File: src/core/pio_pkg.sv
// Function
// - Three 8-bit ports, per-pin pull-up control except port 2 pins 7..3
// - Pull-up disable bits clear after reset
// - Pull-up disabled pin only drives low
// - Port 0 disable bit n kills pull-up
// - Port 1 disable bit n kills pull-up
// - Latch bit captures bus on write strobe
// - Latch read returns stored latch value
// - Pin read returns synchronised pin level
// - Read-modify-write reads latch, others read pin
// - Enabled peripheral owns its pin
// - Latch 0 drives low, 1 pulls weakly
// - Modulated pin drives latch XOR square wave
// - Config bit 4 gates all modulation
// - Eight select bits, all clear at reset
// - Select bits map to eight fixed pins
// - Port 2 disable: bit 5 reset pin, 2..0
// - Port 2 pin 3 reads back as one on a pin read; a latch read returns its latch bit
`default_nettype none
package pio_pkg;
  // ==========================================================
  // Register addresses
  localparam logic [7:0] ADDR_PORT0 = 8'h80;
  localparam logic [7:0] ADDR_PORT1 = 8'h90;
  localparam logic [7:0] ADDR_MOD_SEL = 8'h9F;
  localparam logic [7:0] ADDR_PORT2 = 8'hA0;
  localparam logic [7:0] ADDR_PUDIS0 = 8'hB2;
  localparam logic [7:0] ADDR_PUDIS1 = 8'hB3;
  localparam logic [7:0] ADDR_PUDIS2 = 8'hB4;
  // ==========================================================
  // Reset values and field layout
  localparam logic [7:0] LATCH_RST = 8'hFF;
  localparam logic [7:0] PUDIS_RST = 8'h00;
  localparam logic [7:0] MOD_SEL_RST = 8'h00;
  localparam logic [7:0] PUDIS2_MASK = 8'h27; // Bits 5,2,1,0 writable
  localparam int PUDIS2_RST_PIN_BIT = 5;
  localparam int PORT2_WO_BIT = 3; // Output-only pin
  localparam int CFG_MOD_EN_BIT = 4;
  localparam int NUM_PINS = 24;
  localparam int NUM_MOD = 8;
  // Pin index (port*8+pin) for each select bit, bit 0 first
  localparam logic [4:0] MOD_PIN_IDX [NUM_MOD] = '{5'h03, 5'h05, 5'h07, 5'h02,
                                                  5'h09, 5'h13, 5'h0D, 5'h0E};
  // ==========================================================
  // Modulation timing
  localparam int CORE_FREQ_HZ = 25000000;
  localparam int MOD_FREQ_HZ = 38000;
  // Half period rounded to nearest whole cycle
  localparam int MOD_HALF_CYC = (CORE_FREQ_HZ + MOD_FREQ_HZ) / (2 * MOD_FREQ_HZ);
  localparam int MOD_CNT_W = 9;
  // ==========================================================
  // Special function register request
  typedef struct packed {
    logic [7:0] addr;
    logic [7:0] wdata;
    logic wr;
    logic rd_latch;
    logic rd_pin;
  } pio_sfr_req_type;
endpackage : pio_pkg
`default_nettype wire

File: src/core/pio_sync.sv
`default_nettype none
module pio_sync #(
  parameter int WIDTH = 8
) (
  // Clock and reset
  input wire logic core_clk,
  input wire logic sys_rst,
  // Data
  input wire logic [WIDTH-1:0] async_in,
  output logic [WIDTH-1:0] sync_out
);
  // ==========================================================
  // Two-stage synchroniser
  logic [WIDTH-1:0] meta_reg; // First stage, read only by second
  // Pads idle high under pull-ups, so reset to ones
  always_ff @(posedge core_clk or posedge sys_rst) begin
    if (sys_rst) begin
      meta_reg <= '1;
      sync_out <= '1;
    end else begin
      meta_reg <= async_in;
      sync_out <= meta_reg;
    end
  end
endmodule : pio_sync
`default_nettype wire

File: src/core/pio_pin.sv
`default_nettype none
module pio_pin (
  // Clock and reset
  input wire logic core_clk,
  input wire logic sys_rst,
  // Controls
  input wire logic latch_bit,
  input wire logic mod_on,
  input wire logic mod_wave,
  input wire logic alt_en,
  input wire logic alt_out,
  // Pad driver
  output logic pad_oe_n
);
  // ==========================================================
  // Output level choice
  wire logic gp_level; // General purpose level after modulation
  wire logic out_level; // Level the pin should show
  assign gp_level = latch_bit ^ (mod_on & mod_wave);
  assign out_level = alt_en ? alt_out : gp_level;
  // Driver only sinks; a high level is left to pull-up or float
  always_ff @(posedge core_clk or posedge sys_rst) begin
    if (sys_rst) begin
      pad_oe_n <= 1'b1;
    end else begin
      pad_oe_n <= out_level;
    end
  end
endmodule : pio_pin
`default_nettype wire

File: src/core/pio_ports.sv
`default_nettype none
module pio_ports (
  // Clock and reset
  input wire logic core_clk,
  input wire logic sys_rst,
  // CPU register access
  input wire pio_pkg::pio_sfr_req_type sfr_req,
  output logic [7:0] sfr_rdata,
  output logic sfr_hit,
  // Configuration register from core
  input wire logic [7:0] cfg_reg,
  // Peripheral ownership
  input wire logic [pio_pkg::NUM_PINS-1:0] alt_en,
  input wire logic [pio_pkg::NUM_PINS-1:0] alt_out,
  output logic [pio_pkg::NUM_PINS-1:0] pin_level,
  // Pads
  input wire logic [pio_pkg::NUM_PINS-1:0] pad_in,
  output logic [pio_pkg::NUM_PINS-1:0] pad_out,
  output logic [pio_pkg::NUM_PINS-1:0] pad_oe_n,
  output logic [pio_pkg::NUM_PINS-1:0] pad_pu_en,
  output logic rst_pin_pu_en
);
  import pio_pkg::*;

  // ==========================================================
  // Register state
  logic [7:0] latch0_reg; // Port 0 bit latches
  logic [7:0] latch1_reg; // Port 1 bit latches
  logic [7:0] latch2_reg; // Port 2 bit latches
  logic [7:0] pudis0_reg; // Port 0 pull-up disables
  logic [7:0] pudis1_reg; // Port 1 pull-up disables
  logic [7:0] pudis2_reg; // Port 2 pull-up disables
  logic [7:0] mod_sel_reg; // Per-pin modulation select
  logic [7:0] rdata_next; // Read mux
  logic [MOD_CNT_W-1:0] mod_cnt_reg; // Half period counter
  logic [MOD_CNT_W-1:0] mod_cnt_next;
  logic mod_wave_reg; // Square wave
  logic mod_wave_next;

  // ==========================================================
  // Address decode
  wire logic sel_p0 = (sfr_req.addr == ADDR_PORT0);
  wire logic sel_p1 = (sfr_req.addr == ADDR_PORT1);
  wire logic sel_p2 = (sfr_req.addr == ADDR_PORT2);
  wire logic sel_ms = (sfr_req.addr == ADDR_MOD_SEL);
  wire logic sel_u0 = (sfr_req.addr == ADDR_PUDIS0);
  wire logic sel_u1 = (sfr_req.addr == ADDR_PUDIS1);
  wire logic sel_u2 = (sfr_req.addr == ADDR_PUDIS2);
  wire logic sel_any = sel_p0 | sel_p1 | sel_p2 | sel_ms | sel_u0 | sel_u1 | sel_u2;
  wire logic rd_any = sfr_req.rd_latch | sfr_req.rd_pin;
  // Tells the core this block answers the address
  assign sfr_hit = sel_any;

  // ==========================================================
  // Pin sampling
  logic [NUM_PINS-1:0] pin_sync; // Synchronised pad levels
  pio_sync #(
    .WIDTH(NUM_PINS)
  ) u_sync (
    .core_clk(core_clk),
    .sys_rst(sys_rst),
    .async_in(pad_in),
    .sync_out(pin_sync)
  );
  // Peripherals see the same synchronised levels
  assign pin_level = pin_sync;

  // Port 2 output-only pin never reflects the pad in a port read
  wire logic [7:0] pin2_view; // Port 2 pin read value
  assign pin2_view = pin_sync[23:16] | (8'h01 << PORT2_WO_BIT);

  // ==========================================================
  // Read mux: the core picks latch or pin path per instruction
  always_comb begin
    rdata_next = 8'h00;
    if (sfr_req.rd_latch) begin
      if (sel_p0) rdata_next = latch0_reg;
      if (sel_p1) rdata_next = latch1_reg;
      if (sel_p2) rdata_next = latch2_reg;
    end else if (sfr_req.rd_pin) begin
      if (sel_p0) rdata_next = pin_sync[7:0];
      if (sel_p1) rdata_next = pin_sync[15:8];
      if (sel_p2) rdata_next = pin2_view;
    end
    // Configuration registers read the same on either path
    if (rd_any) begin
      if (sel_ms) rdata_next = mod_sel_reg;
      if (sel_u0) rdata_next = pudis0_reg;
      if (sel_u1) rdata_next = pudis1_reg;
      if (sel_u2) rdata_next = pudis2_reg;
    end
  end

  // Read data registered; unmapped reads give zero
  always_ff @(posedge core_clk or posedge sys_rst) begin
    if (sys_rst) begin
      sfr_rdata <= 8'h00;
    end else if (rd_any) begin
      sfr_rdata <= rdata_next;
    end
  end

  // ==========================================================
  // Port latches
  always_ff @(posedge core_clk or posedge sys_rst) begin
    if (sys_rst) begin
      latch0_reg <= LATCH_RST;
      latch1_reg <= LATCH_RST;
      latch2_reg <= LATCH_RST;
    end else if (sfr_req.wr) begin
      if (sel_p0) latch0_reg <= sfr_req.wdata;
      if (sel_p1) latch1_reg <= sfr_req.wdata;
      if (sel_p2) latch2_reg <= sfr_req.wdata;
    end
  end

  // ==========================================================
  // Pull-up and modulation configuration
  always_ff @(posedge core_clk or posedge sys_rst) begin
    if (sys_rst) begin
      pudis0_reg <= PUDIS_RST;
      pudis1_reg <= PUDIS_RST;
      pudis2_reg <= PUDIS_RST;
      mod_sel_reg <= MOD_SEL_RST;
    end else if (sfr_req.wr) begin
      if (sel_u0) pudis0_reg <= sfr_req.wdata;
      if (sel_u1) pudis1_reg <= sfr_req.wdata;
      // Reserved bits cannot be set, so they read zero
      if (sel_u2) pudis2_reg <= sfr_req.wdata & PUDIS2_MASK;
      if (sel_ms) mod_sel_reg <= sfr_req.wdata;
    end
  end

  // Each pin has its own enable; ports 2 pins 7..3 have none
  assign pad_pu_en[7:0] = ~pudis0_reg;
  assign pad_pu_en[15:8] = ~pudis1_reg;
  assign pad_pu_en[23:16] = {5'h1F, ~pudis2_reg[2:0]};
  assign rst_pin_pu_en = ~pudis2_reg[PUDIS2_RST_PIN_BIT];
  // Pads only ever sink current
  assign pad_out = '0;

  // ==========================================================
  // Square wave divider
  wire logic mod_glob_en = cfg_reg[CFG_MOD_EN_BIT];
  wire logic cnt_wrap = (mod_cnt_reg == MOD_CNT_W'(MOD_HALF_CYC - 1));
  // Held in reset while disabled to save toggling power
  always_comb begin
    mod_cnt_next = mod_cnt_reg + MOD_CNT_W'(1);
    mod_wave_next = mod_wave_reg;
    if (!mod_glob_en) begin
      mod_cnt_next = '0;
      mod_wave_next = 1'b0;
    end else if (cnt_wrap) begin
      mod_cnt_next = '0;
      mod_wave_next = ~mod_wave_reg;
    end
  end

  // Divider state
  always_ff @(posedge core_clk or posedge sys_rst) begin
    if (sys_rst) begin
      mod_cnt_reg <= '0;
      mod_wave_reg <= 1'b0;
    end else begin
      mod_cnt_reg <= mod_cnt_next;
      mod_wave_reg <= mod_wave_next;
    end
  end

  // ==========================================================
  // Modulation routing
  logic [NUM_PINS-1:0] mod_mask; // Pins whose select bit is set
  always_comb begin
    mod_mask = '0;
    for (int k = 0; k < NUM_MOD; k++) begin
      mod_mask[MOD_PIN_IDX[k]] = mod_sel_reg[k];
    end
  end

  // ==========================================================
  // Pin drivers
  wire logic [NUM_PINS-1:0] latch_all = {latch2_reg, latch1_reg, latch0_reg};
  for (genvar i = 0; i < NUM_PINS; i++) begin : g_pin
    pio_pin u_pin (
      .core_clk(core_clk),
      .sys_rst(sys_rst),
      .latch_bit(latch_all[i]),
      .mod_on(mod_mask[i]),
      .mod_wave(mod_wave_reg),
      .alt_en(alt_en[i]),
      .alt_out(alt_out[i]),
      .pad_oe_n(pad_oe_n[i])
    );
  end
endmodule : pio_ports
`default_nettype wire

File: config.mk
export PLATFORM = sky130hd
export DESIGN_NAME = pio_ports
export DESIGN_NICKNAME = d
export VERILOG_FILES = /design/src/core/pio_pkg.sv /design/src/core/pio_sync.sv /design/src/core/pio_pin.sv /design/src/core/pio_ports.sv
export SDC_FILE = /design/constraint.sdc
export NUM_CORES = 1
export LEC_CHECK = 0
export BUFFER_PORTS_ARGS = -buffer_cell sky130_fd_sc_hd__buf_2
export CAP_MARGIN = 20
export CORE_UTILIZATION = 40
export DETAILED_ROUTE_END_ITERATION = 10
export PLACE_DENSITY = 0.65
export SETUP_SLACK_MARGIN = 0.05
export SYNTH_ARGS = -nofsm -noshare
export SYNTH_HDL_FRONTEND = slang
export SYNTH_HIERARCHICAL = 1
export SYNTH_SLANG_ARGS = --single-unit
export TNS_END_PERCENT = 50
File: constraint.sdc
create_clock -name core_clk -period 5.9 [get_ports core_clk]
set_input_delay 1.18 -clock core_clk [delete_from_list [all_inputs] [get_ports core_clk]]
set_output_delay 1.18 -clock core_clk [all_outputs]
set_load 0.02 [all_outputs]
==> results by group <==
Place
  • PortBufs: 170
  • Placed inst area: 0.00768 mm^2
  • GP Congestion: 0.845
  • DP Wirelength: 12.5 mm

Global route
  • First-pass GRT wire length: 25.6 mm
  • Total gr overflow: 0
  • Gr usage total: 20.5%
  • Initial antenna violation count: 2
  • Vias in the first global route: 4822
  • Pin count of the biggest net entering global routing: 62

Drt
  • 1st-pass router iterations: 4
  • Via/cell ratio: 4.96
  • Drt drc: 0
  • DR vias: 4879
  • Antenna viol nets, final: 0
  • Drt wl/cell: 17.3 um
  • Total Wirelength: 17.0 mm
  • DRT iter0 DRCs: 203

Layout
  • Diodes inserted: 0
  • Design Area, Final: 0.00822 mm^2
  • Fin nets: 857
  • Sequential cell area: 0.00367 mm^2
  • Area occupied by multi-input gates: 0.00267 mm^2
  • Synthesis-to-layout area growth: 24.7%
  • Fill count: 1455
  • Fraction of layout cells with a size suffix above 1: 48.5%

Clocking
  • Number of buffers created by CTS: 17
  • Clock Tree Root: clkbuf_16
  • CTS H-tree depth: 4
  • # hold bufs at CTS: 0
  • Post-cts sizing count: 0
  • CTS clk-pin slew, worst paths: 0.06 ns
  • CTS tree: built
  • Clk_lat worst skew: 0.42 ns
  • CTS Buffer Depth: 2
  • CTS sink cnt: 142
  • Setup bufs post-CTS: 0

Timing
  • Post-route minimum period: 4.04 ns
  • Final Slew Violations: 0
  • Slew @ Worst Pin: 0.955 ns
  • FMAX: 248 MHz
  • RSZ-0062 raised after global routing: false
  • Max-Slew Margin vs Limit: 36.3%
  • Worst Skew: 0.00728 ns
  • Fin crit share: 68.4%
  • Final Hold Fails: 0
  • Endpoints failing setup: 0
  • Sum Neg Setup Slack: 0 ns

Synth
  • Synth cell count leaders: dfstp_2 (96), mux2_2 (61), inv_1 (52)
  • Top cells by area, synth: dfstp_2 (38%), dfrtp_1 (17%), mux2_2 (10%)
  • Number of synthesized flops with an enable pin: 0
  • Yosys reg bits: 142
  • Seq/Total Area, Yosys: 55.8%
  • Most numerous cell in the Yosys netlist: dfstp_2
  • Netlist cell types: 53
  • Async SR Flop Fraction: 100%
  • Syn Std Cell Area: 0.00659 mm^2
  • Main flop type after synthesis: dfstp_2
  • Mean Syn Cell Area: 12.2 um^2
  • Syn. warnings: 6
  • Synth top area share: 38.3%
  • Cell count after synthesis: 542
  • Cell accounting for the most synthesized area: dfstp_2

Floorplan
  • Die extent in x: 130 um
  • Die Area: 0.0170 mm^2
  • Initial Util: 41.2%
  • Core footprint: 0.0160 mm^2
  • I/O Pins: 207
  • Row cnt: 46
  • Die Y-Extent: 130 um

Power and ir drop
  • Peak supply drop: 0.211 mV
  • LEAKAGE: 0.00392 uW
  • Power Dens Cells: 278 mW/mm^2

Min path
  • Hold Crit Class: reg2reg

Status
  • Status: finished, final reports clean

Critical path
  • Worst Path Required: 4.72 ns
  • Type of origin of the critical path: input port
  • Crit path max fanout: 11
  • CP endpoint kind: output port
  • CP arrival: 2.86 ns
  • Worst Setup Path Type: in2out

Run
  • Max-Cap Viols: 0
worst max-delay path, stage by stage:
cell and delay (ns):
buf_2 0.18, or4_4 0.57, or3_1 0.53, nand3_1 0.21, buf_2 0.19
cell usage in the layout (no fill, tap or decap), types with 8 or more instances in the layout:
cell	instances
o21ai_0	8
nor2_1	19
dfrtp_1	46
mux2_2	61
dfstp_2	96
clkbuf_16	17
nor2b_1	26
buf_2	170
inv_1	50
and4bb_1	24
nand3_1	8
conb_1	61
nand2_1	42
a21oi_1	16
a221o_1	24
cell families after synthesis:
family | after synthesis | share of synthesized area, %
XOR/XNOR | 8 | 1.06
AO/OA/AOI/OAI | 77 | 8.85
buffers and inverters | 91 | 7.05
AND/OR/NAND/NOR | 151 | 14.5
flip-flops | 142 | 55.8
multiplexers | 69 | 12.3
adder cells (fa/ha/maj) | 2 | 0.380
other | 2 | 0.114
final cells by class:
| class | instances | area share [%] |
|---|---|---|
| multi-input combinational | 368 | 32.5 |
| clock buffer | 20 | 5.44 |
| tap | 216 | 3.29 |
| sequential | 142 | 44.7 |
| clock inverter | 12 | 1.04 |
| inverter | 52 | 2.38 |
| timing repair buffer | 173 | 10.6 |
layer usage:
| layer | global-route usage [%] | vias to the layer above | routed length (um) |
|---|---|---|---|
| li1 | - | 2261 | - |
| met1 | 26.0 | 2407 | 7360 |
| met2 | 33.0 | 184 | 8110 |
| met3 | 5.99 | 25 | 1150 |
| met4 | 8.38 | 2 | 380 |
| met5 | 0 | - | 10 |
stage by stage:
step	setup slack [ns]	instances	power [uW]	hold WS, ns	util, %
after CTS	1.88	983	2310	0.353	51.4
after floorplan	2.31	601	1240	0.345	-
after global routing	1.82	983	2380	0.356	51.4
after detailed placement	1.89	951	1330	0.347	48.0
after global placement	1.90	951	1320	0.345	48.0
final	1.86	983	2280	0.355	51.4
path summary, 6_finish.rpt:
path,endpoint,cells after the start,from,slack (ns)
min in group asynchronous,g_pin[12].u_pin/pad_oe_n$_DFF_PP1_,2,sys_rst,1.02
min,u_sync/sync_out[10]$_DFF_PP1_,0,u_sync/meta_reg[10]$_DFF_PP1_,0.36
max reg2reg,mod_cnt_reg[3]$_DFF_PP0_,6,mod_cnt_reg[0]$_DFF_PP0_,4.34
max in group asynchronous,mod_sel_reg[6]$_DFFE_PP0P_,3,sys_rst,3.89
min reg2reg,u_sync/sync_out[10]$_DFF_PP1_,0,u_sync/meta_reg[10]$_DFF_PP1_,0.36
max,sfr_hit,5,sfr_req[11],1.86
report_power, final:
part | leakage [uW] | internal, uW | switching (uW)
Sequential | 0.00163 | 1050 | 30.6
Clock | 0.000262 | 550 | 418
Combinational | 0.00202 | 90.8 | 144
(Power assumes the default switching activity.)
